===== config.mk =====
export PLATFORM = sky130hd
export DESIGN_NAME = paged_mac_register_decoder
export DESIGN_NICKNAME = d
export VERILOG_FILES = /design/src/mac_regs_pkg.sv /design/src/paged_mac_register_decoder.sv
export SDC_FILE = /design/constraint.sdc
export NUM_CORES = 1
export LEC_CHECK = 0
export ABC_AREA = 1
export BUFFER_PORTS_ARGS = -buffer_cell sky130_fd_sc_hd__buf_2
export CORE_AREA = 2 2 221 223
export DETAILED_ROUTE_END_ITERATION = 12
export DIE_AREA = 0 0 223 225
export GPL_TIMING_DRIVEN = 0
export SLEW_MARGIN = 20
export SYNTH_ARGS = -nofsm -noshare
export SYNTH_HDL_FRONTEND = slang
export SYNTH_SLANG_ARGS = --single-unit

===== constraint.sdc =====
create_clock -name CLK -period 4.45 [get_ports CLK]
set_clock_uncertainty 0.05 [all_clocks]
set_input_delay 0.6675 -clock CLK [delete_from_list [all_inputs] [get_ports CLK]]
set_output_delay 0.6675 -clock CLK [all_outputs]
set_load 0.005 [all_outputs]

===== src/mac_regs_pkg.sv =====
`default_nettype none

package mac_regs_pkg;

  // Bus and register widths
  localparam int ADDR_W = 5;
  localparam int BYTE_W = 8;
  localparam int WORD_W = 16;
  localparam int REG_COUNT = 32;

  // Offsets common to every page
  localparam logic [4:0] OFF_COMMAND    = 5'h00;
  localparam logic [4:0] OFF_DATA_LO    = 5'h10;
  localparam logic [4:0] OFF_DATA_HI    = 5'h11;
  localparam logic [4:0] OFF_GAP_ONE    = 5'h12;
  localparam logic [4:0] OFF_GAP_TWO    = 5'h13;
  localparam logic [4:0] OFF_MII_EEPROM = 5'h14;
  localparam logic [4:0] OFF_BUF_TYPE   = 5'h15;
  localparam logic [4:0] OFF_IFG        = 5'h16;
  localparam logic [4:0] OFF_DEV_STATUS = 5'h17;
  localparam logic [4:0] OFF_MFS_LOW    = 5'h18;
  localparam logic [4:0] OFF_MFS_HIGH   = 5'h19;
  localparam logic [4:0] OFF_FLOW       = 5'h1a;
  localparam logic [4:0] OFF_MAC_CFG    = 5'h1b;
  localparam logic [4:0] OFF_TX_END     = 5'h1c;
  localparam logic [4:0] OFF_VLAN_HIGH  = 5'h1d;
  localparam logic [4:0] OFF_BYTE_ORDER = 5'h1e;
  localparam logic [4:0] OFF_RESET_WAKE = 5'h1f;

  // Paged window and page zero offsets
  localparam logic [4:0] OFF_PAGED_FIRST = 5'h01;
  localparam logic [4:0] OFF_PAGED_LAST  = 5'h0f;
  localparam logic [4:0] OFF_RX_START    = 5'h01;
  localparam logic [4:0] OFF_RX_STOP     = 5'h02;
  localparam logic [4:0] OFF_RX_BOUNDARY = 5'h03;
  localparam logic [4:0] OFF_TX_PAGE     = 5'h04;
  localparam logic [4:0] OFF_TX_COUNT_LO = 5'h05;
  localparam logic [4:0] OFF_TX_COUNT_HI = 5'h06;
  localparam logic [4:0] OFF_INT_STATUS  = 5'h07;
  localparam logic [4:0] OFF_REMOTE_LO   = 5'h08;
  localparam logic [4:0] OFF_REMOTE_HI   = 5'h09;
  localparam logic [4:0] OFF_RCOUNT_LO   = 5'h0a;
  localparam logic [4:0] OFF_RCOUNT_HI   = 5'h0b;
  localparam logic [4:0] OFF_RX_CFG      = 5'h0c;
  localparam logic [4:0] OFF_TX_CFG      = 5'h0d;
  localparam logic [4:0] OFF_DATA_CFG    = 5'h0e;
  localparam logic [4:0] OFF_INT_MASK    = 5'h0f;

  // Fields and reset values
  localparam int PAGE_SEL_HI = 7;
  localparam int PAGE_SEL_LO = 6;
  localparam logic [1:0] PAGE_ZERO     = 2'h0;
  localparam int PORT_WIDTH_BIT         = 0;
  localparam logic [7:0] COMMAND_RESET  = 8'h21;
  localparam logic [7:0] STORE_RESET    = 8'h00;
  localparam logic [7:0] INT_RESET      = 8'h00;
  localparam logic [7:0] MFS_HIGH_MASK  = 8'h0f;

  // Host pins as sampled through the synchroniser
  typedef struct packed {
    logic             cs_b;
    logic             rd_b;
    logic             wr_b;
    logic [4:0]       addr;
    logic [15:0]      wdata;
  } host_pins_type;

  // State reported by the MAC engines
  typedef struct packed {
    logic [7:0]  tx_status;
    logic [7:0]  collision_count;
    logic [7:0]  rx_current_page_view;
    logic [15:0] remote_current_addr;
    logic [7:0]  rx_status;
    logic [7:0]  alignment_error_tally;
    logic [7:0]  crc_error_tally;
    logic [7:0]  lost_frame_tally;
    logic [7:0]  device_status;
    logic [7:0]  tx_end_page;
    logic [7:0]  interrupt_events;
  } core_status_type;

  // Settings handed to the MAC engines
  typedef struct packed {
    logic [7:0]  command_reg;
    logic [7:0]  rx_ring_start_page;
    logic [7:0]  rx_ring_stop_page;
    logic [7:0]  rx_boundary_pointer;
    logic [7:0]  tx_start_page;
    logic [15:0] tx_byte_count;
    logic [15:0] remote_start_addr;
    logic [15:0] remote_count;
    logic [7:0]  rx_config;
    logic [7:0]  tx_config;
    logic [7:0]  data_config;
    logic [7:0]  interrupt_mask;
    logic [7:0]  interrupt_status;
    logic [7:0]  gap_segment_one;
    logic [7:0]  gap_segment_two;
    logic [7:0]  mii_eeprom_access;
    logic [7:0]  buffer_type_config;
    logic [7:0]  interframe_gap;
    logic [7:0]  jam_limit_count;
    logic [11:0] max_frame_size;
    logic [7:0]  flow_control;
    logic [7:0]  mac_config;
    logic [15:0] vlan_tag;
    logic [7:0]  byte_order;
    logic        port_width_select;
  } core_config_type;

endpackage : mac_regs_pkg

`default_nettype wire


===== src/paged_mac_register_decoder.sv =====
// Notes on behaviour
// Every register is eight bits wide except the data port.
// Data port is 8 or 16 bits, per port width select in data_config.
// Offsets 01h-0Fh follow the page select; 00h and 10h-1Fh do not.
// Page select is command bits 7:6; page zero after reset.
// Page zero 01h-03h read and write ring start, stop, boundary.
// Page zero 04h reads transmit status, writes transmit start page.
// Page zero 05h/06h read collisions/current page, write tx count.
// Page zero 07h reads and writes interrupt status.
// Page zero 08h/09h read current remote address, write start address.
// Page zero 0Ah/0Bh write remote byte count; reads are reserved.
// Page zero 0Ch reads receive status, writes receive configuration.
// Page zero 0Dh-0Fh read tallies, write tx, data config and mask.
// Offsets 10h and 11h both reach the data port.
// Offsets 12h-16h are read/write gap, MII/EEPROM, buffer type, gap.
// Offset 17h reads device status, writes jam limit count.
// Max frame size is 12 bits over offsets 18h and 19h.
// Offsets 1Ah and 1Bh are read/write flow control and MAC config.
// 1Ch reads tx end page, writes VLAN byte 0; 1Dh writes byte 1.
// Offset 1Eh is write-only byte order; reads are reserved.
// Reading 1Fh fires software reset; writing fires host wake-up.
// Reserved reads give zero with no effect; reserved writes ignored.
// Host picks the page before paged access, back to zero after.

`default_nettype none

module paged_mac_register_decoder (
  input  wire logic                          CLK,
  input  wire logic                          RST_B,
  input  wire logic                          CS_B,
  input  wire logic                          RD_B,
  input  wire logic                          WR_B,
  input  wire logic [4:0]                    ADDR,
  input  wire logic [15:0]                   SD_IN,
  output var  logic [15:0]                   SD_OUT,
  output var  logic                          SD_OE,
  input  wire mac_regs_pkg::core_status_type CORE_STATUS,
  output var  mac_regs_pkg::core_config_type CORE_CONFIG,
  input  wire logic [15:0]                   DP_RDATA,
  output var  logic [15:0]                   DP_WDATA,
  output var  logic                          DP_READ_PULSE,
  output var  logic                          DP_WRITE_PULSE,
  output var  logic                          SOFT_RESET_PULSE,
  output var  logic                          HOST_WAKEUP_PULSE
);

  import mac_regs_pkg::*;

  // True for the offsets whose meaning depends on the page
  function automatic logic paged_offset(input logic [4:0] a);
    paged_offset = (a >= OFF_PAGED_FIRST) && (a <= OFF_PAGED_LAST);
  endfunction : paged_offset

  // True for offsets that reach the data port
  function automatic logic data_port_offset(input logic [4:0] a);
    data_port_offset = (a == OFF_DATA_LO) || (a == OFF_DATA_HI);
  endfunction : data_port_offset

  // True where a write lands in the plain storage array
  function automatic logic stored_offset(input logic [4:0] a);
    stored_offset = (paged_offset(a) && (a != OFF_INT_STATUS)) ||
                    ((a >= OFF_GAP_ONE) && (a <= OFF_BYTE_ORDER));
  endfunction : stored_offset

  host_pins_type pins_raw;
  host_pins_type pins_meta_reg;
  host_pins_type pins_sync_reg;
  host_pins_type pins_prev_reg;

  logic [7:0]  command_reg;
  logic [7:0]  command_next;
  logic [7:0]  int_status_reg;
  logic [7:0]  int_status_next;
  logic [7:0]  store_reg [0:REG_COUNT-1];
  logic [15:0] rdata_reg;
  logic [15:0] rdata_next;
  logic [15:0] dp_wdata_reg;
  logic        dp_read_reg;
  logic        dp_write_reg;
  logic        soft_reset_reg;
  logic        wakeup_reg;

  logic [1:0]  page_select;
  logic        port_width_select;
  logic        rd_active;
  logic        rd_was_active;
  logic        rd_start;
  logic        wr_active;
  logic        wr_was_active;
  logic        wr_end;
  logic [4:0]  rd_addr;
  logic [4:0]  wr_addr;
  logic [15:0] wr_data;
  logic [7:0]  wr_byte;
  logic        rd_page_ok;
  logic        wr_page_ok;
  logic        wr_store;
  logic        wr_command;
  logic        wr_int_status;
  logic        wr_data_port;
  logic        rd_data_port;
  logic        rd_reset_hit;
  logic        wr_wake_hit;
  logic [7:0]  rd_byte;
  logic [15:0] dp_read_word;

  // Host pins come from another clock domain; two flops before any use
  assign pins_raw = '{cs_b: CS_B, rd_b: RD_B, wr_b: WR_B,
                      addr: ADDR, wdata: SD_IN};

  always_ff @(posedge CLK or negedge RST_B) begin
    if (!RST_B) begin
      pins_meta_reg <= '{cs_b: 1'b1, rd_b: 1'b1, wr_b: 1'b1,
                         addr: '0, wdata: '0};
      pins_sync_reg <= '{cs_b: 1'b1, rd_b: 1'b1, wr_b: 1'b1,
                         addr: '0, wdata: '0};
      pins_prev_reg <= '{cs_b: 1'b1, rd_b: 1'b1, wr_b: 1'b1,
                         addr: '0, wdata: '0};
    end else begin
      pins_meta_reg <= pins_raw;
      pins_sync_reg <= pins_meta_reg;
      pins_prev_reg <= pins_sync_reg;
    end
  end

  // Strobe edges; a write acts at its trailing edge so data has settled
  assign rd_active     = !pins_sync_reg.cs_b && !pins_sync_reg.rd_b;
  assign rd_was_active = !pins_prev_reg.cs_b && !pins_prev_reg.rd_b;
  assign rd_start      = rd_active && !rd_was_active;
  assign wr_active     = !pins_sync_reg.cs_b && !pins_sync_reg.wr_b;
  assign wr_was_active = !pins_prev_reg.cs_b && !pins_prev_reg.wr_b;
  assign wr_end        = wr_was_active && !wr_active;
  assign rd_addr       = pins_sync_reg.addr;
  assign wr_addr       = pins_prev_reg.addr;
  assign wr_data       = pins_prev_reg.wdata;
  assign wr_byte       = wr_data[BYTE_W-1:0];

  // Page select steers only the paged window
  assign page_select = command_reg[PAGE_SEL_HI:PAGE_SEL_LO];
  assign rd_page_ok  = !paged_offset(rd_addr) ||
                       (page_select == PAGE_ZERO);
  assign wr_page_ok  = !paged_offset(wr_addr) ||
                       (page_select == PAGE_ZERO);

  // Pages one to three are not built here, so they act as reserved
  assign wr_store      = wr_end && wr_page_ok && stored_offset(wr_addr);
  assign wr_command    = wr_end && (wr_addr == OFF_COMMAND);
  assign wr_int_status = wr_end && wr_page_ok &&
                         (wr_addr == OFF_INT_STATUS);
  assign wr_data_port  = wr_end && data_port_offset(wr_addr);
  assign rd_data_port  = rd_start && data_port_offset(rd_addr);
  assign rd_reset_hit  = rd_start && (rd_addr == OFF_RESET_WAKE);
  assign wr_wake_hit   = wr_end && (wr_addr == OFF_RESET_WAKE);

  // Command register holds the page select among its fields
  assign command_next = wr_command ? wr_byte : command_reg;

  // Interrupt status: writing a one clears, a new event beats the clear
  assign int_status_next = (int_status_reg &
                            ~(wr_int_status ? wr_byte : INT_RESET)) |
                           CORE_STATUS.interrupt_events;

  always_ff @(posedge CLK or negedge RST_B) begin
    if (!RST_B) begin
      command_reg    <= COMMAND_RESET;
      int_status_reg <= INT_RESET;
    end else begin
      command_reg    <= command_next;
      int_status_reg <= int_status_next;
    end
  end

  // Write-side storage, one byte per offset
  always_ff @(posedge CLK or negedge RST_B) begin
    if (!RST_B) begin
      for (int i = 0; i < REG_COUNT; i++) begin
        store_reg[i] <= STORE_RESET;
      end
    end else if (wr_store) begin
      store_reg[wr_addr] <= wr_byte;
    end
  end

  // Width select lives in data_config
  assign port_width_select =
    store_reg[OFF_DATA_CFG][PORT_WIDTH_BIT];

  // Read selection for the byte-wide registers
  always_comb begin
    rd_byte = '0;
    if (rd_page_ok) begin
      case (rd_addr)
        OFF_COMMAND:     rd_byte = command_reg;
        OFF_RX_START,
        OFF_RX_STOP,
        OFF_RX_BOUNDARY: rd_byte = store_reg[rd_addr];
        OFF_TX_PAGE:     rd_byte = CORE_STATUS.tx_status;
        OFF_TX_COUNT_LO: rd_byte = CORE_STATUS.collision_count;
        OFF_TX_COUNT_HI: rd_byte = CORE_STATUS.rx_current_page_view;
        OFF_INT_STATUS:  rd_byte = int_status_reg;
        OFF_REMOTE_LO:
          rd_byte = CORE_STATUS.remote_current_addr[7:0];
        OFF_REMOTE_HI:
          rd_byte = CORE_STATUS.remote_current_addr[15:8];
        OFF_RX_CFG:      rd_byte = CORE_STATUS.rx_status;
        OFF_TX_CFG:      rd_byte = CORE_STATUS.alignment_error_tally;
        OFF_DATA_CFG:    rd_byte = CORE_STATUS.crc_error_tally;
        OFF_INT_MASK:    rd_byte = CORE_STATUS.lost_frame_tally;
        OFF_GAP_ONE,
        OFF_GAP_TWO,
        OFF_MII_EEPROM,
        OFF_BUF_TYPE,
        OFF_IFG:         rd_byte = store_reg[rd_addr];
        OFF_DEV_STATUS:  rd_byte = CORE_STATUS.device_status;
        OFF_MFS_LOW:     rd_byte = store_reg[rd_addr];
        OFF_MFS_HIGH:    rd_byte = store_reg[rd_addr] & MFS_HIGH_MASK;
        OFF_FLOW,
        OFF_MAC_CFG:     rd_byte = store_reg[rd_addr];
        OFF_TX_END:      rd_byte = CORE_STATUS.tx_end_page;
        default:         rd_byte = '0;
      endcase
    end
  end

  // Narrow data port drives only the low lane
  assign dp_read_word = port_width_select ? DP_RDATA :
                        {{BYTE_W{1'b0}}, DP_RDATA[BYTE_W-1:0]};

  // Read word is caught once at the strobe's leading edge
  assign rdata_next = !rd_start ? rdata_reg :
                      data_port_offset(rd_addr) ? dp_read_word :
                      {{BYTE_W{1'b0}}, rd_byte};

  // Registered read data and one-cycle side-effect pulses
  always_ff @(posedge CLK or negedge RST_B) begin
    if (!RST_B) begin
      rdata_reg      <= '0;
      dp_wdata_reg   <= '0;
      dp_read_reg    <= 1'b0;
      dp_write_reg   <= 1'b0;
      soft_reset_reg <= 1'b0;
      wakeup_reg     <= 1'b0;
    end else begin
      rdata_reg      <= rdata_next;
      if (wr_data_port) begin
        dp_wdata_reg <= port_width_select ? wr_data :
                        {{BYTE_W{1'b0}}, wr_byte};
      end
      dp_read_reg    <= rd_data_port;
      dp_write_reg   <= wr_data_port;
      soft_reset_reg <= rd_reset_hit;
      wakeup_reg     <= wr_wake_hit;
    end
  end

  // Bus turns around only while a selected read is under way
  assign SD_OE  = rd_active;
  assign SD_OUT = rdata_reg;

  assign DP_WDATA          = dp_wdata_reg;
  assign DP_READ_PULSE     = dp_read_reg;
  assign DP_WRITE_PULSE    = dp_write_reg;
  assign SOFT_RESET_PULSE  = soft_reset_reg;
  assign HOST_WAKEUP_PULSE = wakeup_reg;

  // Settings to the engines, straight from the storage flops
  assign CORE_CONFIG.command_reg         = command_reg;
  assign CORE_CONFIG.rx_ring_start_page  = store_reg[OFF_RX_START];
  assign CORE_CONFIG.rx_ring_stop_page   = store_reg[OFF_RX_STOP];
  assign CORE_CONFIG.rx_boundary_pointer = store_reg[OFF_RX_BOUNDARY];
  assign CORE_CONFIG.tx_start_page       = store_reg[OFF_TX_PAGE];
  assign CORE_CONFIG.tx_byte_count       = {store_reg[OFF_TX_COUNT_HI],
                                            store_reg[OFF_TX_COUNT_LO]};
  assign CORE_CONFIG.remote_start_addr   = {store_reg[OFF_REMOTE_HI],
                                            store_reg[OFF_REMOTE_LO]};
  assign CORE_CONFIG.remote_count        = {store_reg[OFF_RCOUNT_HI],
                                            store_reg[OFF_RCOUNT_LO]};
  assign CORE_CONFIG.rx_config           = store_reg[OFF_RX_CFG];
  assign CORE_CONFIG.tx_config           = store_reg[OFF_TX_CFG];
  assign CORE_CONFIG.data_config         = store_reg[OFF_DATA_CFG];
  assign CORE_CONFIG.interrupt_mask      = store_reg[OFF_INT_MASK];
  assign CORE_CONFIG.interrupt_status    = int_status_reg;
  assign CORE_CONFIG.gap_segment_one     = store_reg[OFF_GAP_ONE];
  assign CORE_CONFIG.gap_segment_two     = store_reg[OFF_GAP_TWO];
  assign CORE_CONFIG.mii_eeprom_access   = store_reg[OFF_MII_EEPROM];
  assign CORE_CONFIG.buffer_type_config  = store_reg[OFF_BUF_TYPE];
  assign CORE_CONFIG.interframe_gap      = store_reg[OFF_IFG];
  assign CORE_CONFIG.jam_limit_count     = store_reg[OFF_DEV_STATUS];
  // Only four bits of the high byte exist, the rest is dropped
  assign CORE_CONFIG.max_frame_size      = {store_reg[OFF_MFS_HIGH][3:0],
                                            store_reg[OFF_MFS_LOW]};
  assign CORE_CONFIG.flow_control        = store_reg[OFF_FLOW];
  assign CORE_CONFIG.mac_config          = store_reg[OFF_MAC_CFG];
  assign CORE_CONFIG.vlan_tag            = {store_reg[OFF_VLAN_HIGH],
                                            store_reg[OFF_TX_END]};
  assign CORE_CONFIG.byte_order          = store_reg[OFF_BYTE_ORDER];
  assign CORE_CONFIG.port_width_select   = port_width_select;

endmodule : paged_mac_register_decoder

`default_nettype wire


==> impl_results.md <==
* Hold crit path type: in2reg
* Number of port buffers at 403
* R2R cell count at 13
* Hold_sp: CS_B
* Final setup fails at 0
* RR Endpoint: SD_OUT[7]
* CP dominant cell by count: nand2_1
* H-tree depth at 2
* Max FO, Critical Path at 10
* First-pass GRT wire length at 105800 µm
* Worst setup EP type: flop
* Die height at 225 µm
* Pwr per Cell Area at approximately 380 nW/µm²
* CP peak stage delay at 0.95 ns
* Hold Path End: pins_meta_reg[23]
* CTS tree: built
* Unrepaired setup endpoints after global routing: no
* Area fraction of the dominant cell type after synthesis at 0.4893
* TritonRoute pass-1 iters at 5
* Clock power share at 0.400
* Routed vias/inst at between 4 and 5
* Main flop type after synthesis: dfrtp_1
* Status: finished clean
* Reg2Reg Setup Slack at about 1.3 ns
* Crit Path Category: reg2reg
* Initial Util at 0.3969
* CP cell instances: buf_2, nor2_1, buf_2, nand2_1, nand2_1, nor2_1, nor2_1, nor2_1, nand2_1, nand3_1, nand2_1, nand2_1, nand2_1
* CTS sink cnt at 380
* NumNets Final at 2951
* Worst endpoint required time at between 4 and 5 ns
* Final Power at a little under 9000 µW
* Sw Share at 0.2811
* Netlist cell types at 35
* Via count at 17270
* Max cap viols at 0
* Tmin final at 3.117 ns
* Core Rows at 80
* Max reg flops at ~210
* Gpl congestion at 0.9544
* FF+latch count, synth at 380
* Post-DP Area at 21780 µm²
* P_sw at 2478 µW
* FILL cells at between 4000 and 5000
* Number of buffers added for setup after CTS at 0
* Synth top cells by count: nand2_1, dfrtp_1, buf_4
* Num ports at 404
* Sequential element share of the synthesized area at 0.5046
* Synth area leaders: dfrtp_1, nand2_1, buf_4
* Root buf cell: clkbuf_16
* Fmax at 320.8 MHz
* Worst slew margin at 0.1834
* R2r startpoint: rd_addr[1]
* DRT iter0 DRCs at 1863
* Yosys top cell by area: dfrtp_1
* Core area at 47550 µm²
* Initial antenna violation count at 0
* Post-route DRC at 0
* EDFF count, synth at 0
* GRT Util Overall at 0.2880
* Drt wl/cell at 21.07 µm
* Combinational share of power at 0.154
* Crit path DAT at 3.58 ns
* Most common cell in the netlist: nand2_1
* Largest vdd supply drop at 305.8 µV
* Area growth from synthesis to layout at 22.78%
* Worst-Margin Slew at 1.220 ns
* Post-Syn Instances at 2361
* Grt total ovfl at 0
* Flop pwr share at 0.446
* Synthesis Warnings at 0
* Slew Limit Fails at 0
* Hold Path Stages at 1
* Synth Net Count at between 2000 and 2500
* Fin crit share at 0.7005
* Final Cell Area at 23170 µm²
* Syn Area/Cell at between 7 and 8 µm²
* Clock Path Buffers at 3
* Int Power at 6337 µW
* Synth async-reset ratio at 1.000
* CP Launch Type: flop
* Vias in the first global route at 16560
* Crit. Startpoint: rd_addr[1]
* Layout cells sized above 1 at 0.2714
* Slowest-stage cell, CP: nor2_1
* Die Wd at 223 µm
* Largest net degree at the start of global routing at 98
* Detailed-route wire length at 72910 µm
* Sequential cell area at 9523 µm²
* Post-Syn Area at 18870 µm²
* Area occupied by multi-input gates at about 6400 µm²
* Inserted Clock Buffers at 42
* Final hold violations at 0
* Clock-pin slew on the worst setup and hold paths at 0.07 ns
* DP HPWL at 55730 µm
* Die area at 50180 µm²
* Leakage at 0.01257 µW
* Core Util, Final at 0.4874
* Worst-Skew Late Latency at 0.58 ns
* Antenna viol nets, final at 0
[worst max-delay path, delay by kind of cell (launching register included)]
kind	cells	cell delay [ns]
AND/OR/NAND/NOR	11	1.89
flip-flops	1	0.39
buffers and inverters	2	0.70
[layout by cell type (no fill, tap or decap), types with 2 or more instances in the layout]
master,n
nand4_1,7
clkbuf_16,43
buf_16,4
clkbuf_1,101
a32o_1,8
nand3b_1,3
buf_12,2
a21oi_1,25
inv_6,2
nor2_1,139
clkinvlp_4,3
buf_4,213
clkinv_4,2
dfstp_2,11
a22o_1,8
clkbuf_8,9
clkinv_1,3
buf_2,418
bufinv_16,2
o22ai_1,2
nand2_2,2
nand3_4,20
inv_1,138
o21ai_0,203
nor2_2,6
buf_1,13
o21ai_1,48
buf_6,20
nand3_1,56
dfrtp_1,369
nand2_1,939
inv_2,3
buf_8,3
nor3_1,5
clkinv_2,4
[layout make-up]
cell class                 instances  share of cell area
antenna                            1           0.0001080
buffer                           357              0.1021
clock buffer                      62             0.05340
clock inverter                    13            0.005940
inverter                         144             0.02333
multi-input combinational       1480              0.2783
sequential                       380              0.4110
tap                              615             0.03321
timing repair buffer             408             0.09266
[worst max-delay path by stage]
stage / endpoint / cells after the start
final: SD_OUT[7] / 13
after global routing: SD_OUT[7] / 14
after CTS: SD_OUT[7] / 14
after detailed placement: SD_OUT[7] / 14
after global placement: CORE_CONFIG[14] / 1
after floorplan: CORE_CONFIG[14] / 9
[per-stage QoR]
stage / cells / TNS (ns) / hold WS [ns] / worst slack, ns
5_1_grt: 3459 / 0 / 0.1245 / 1.281
2_1_floorplan: 2361 / 0 / 0.2812 / 2.650
6_report: 3460 / 0 / 0.1367 / 1.333
3_3_place_gp: 3379 / -1742.09 / 0.2819 / -4.685
3_5_place_dp: 3383 / 0 / 0.2847 / 1.532
4_1_cts: 3459 / 0 / 0.1126 / 1.515
[cell families after synthesis]
family	after synthesis	synth area share
AND/OR/NAND/NOR	1183	0.2578
buffers and inverters	501	0.1539
flip-flops	380	0.5046
AO/OA/AOI/OAI	297	0.08373
[timing repair]
item,CTS,global route
hold endpoints to repair,21,0
hold buffers,1,0
gates resized for setup,0,0
[per-layer routing]
metal / global-route usage / routed length (µm)
met2: 0.4344 / 31900
met1: 0.4079 / 31530
met3: 0.05254 / 6370
met4: 0.1225 / 3112
met5: 0 / 0
[power by group through the flow]
stage          registers [µW]  clock network, µW  logic, µW
5_1_grt                  3960               3690       1490
2_1_floorplan            3890                  0        732
3_3_place_gp             3990                  0       1320
3_5_place_dp             3990                  0       1350
6_report                 3930               3520       1360
4_1_cts                  3930               3560       1360
Note: power is estimated with default switching activity, not from simulation.
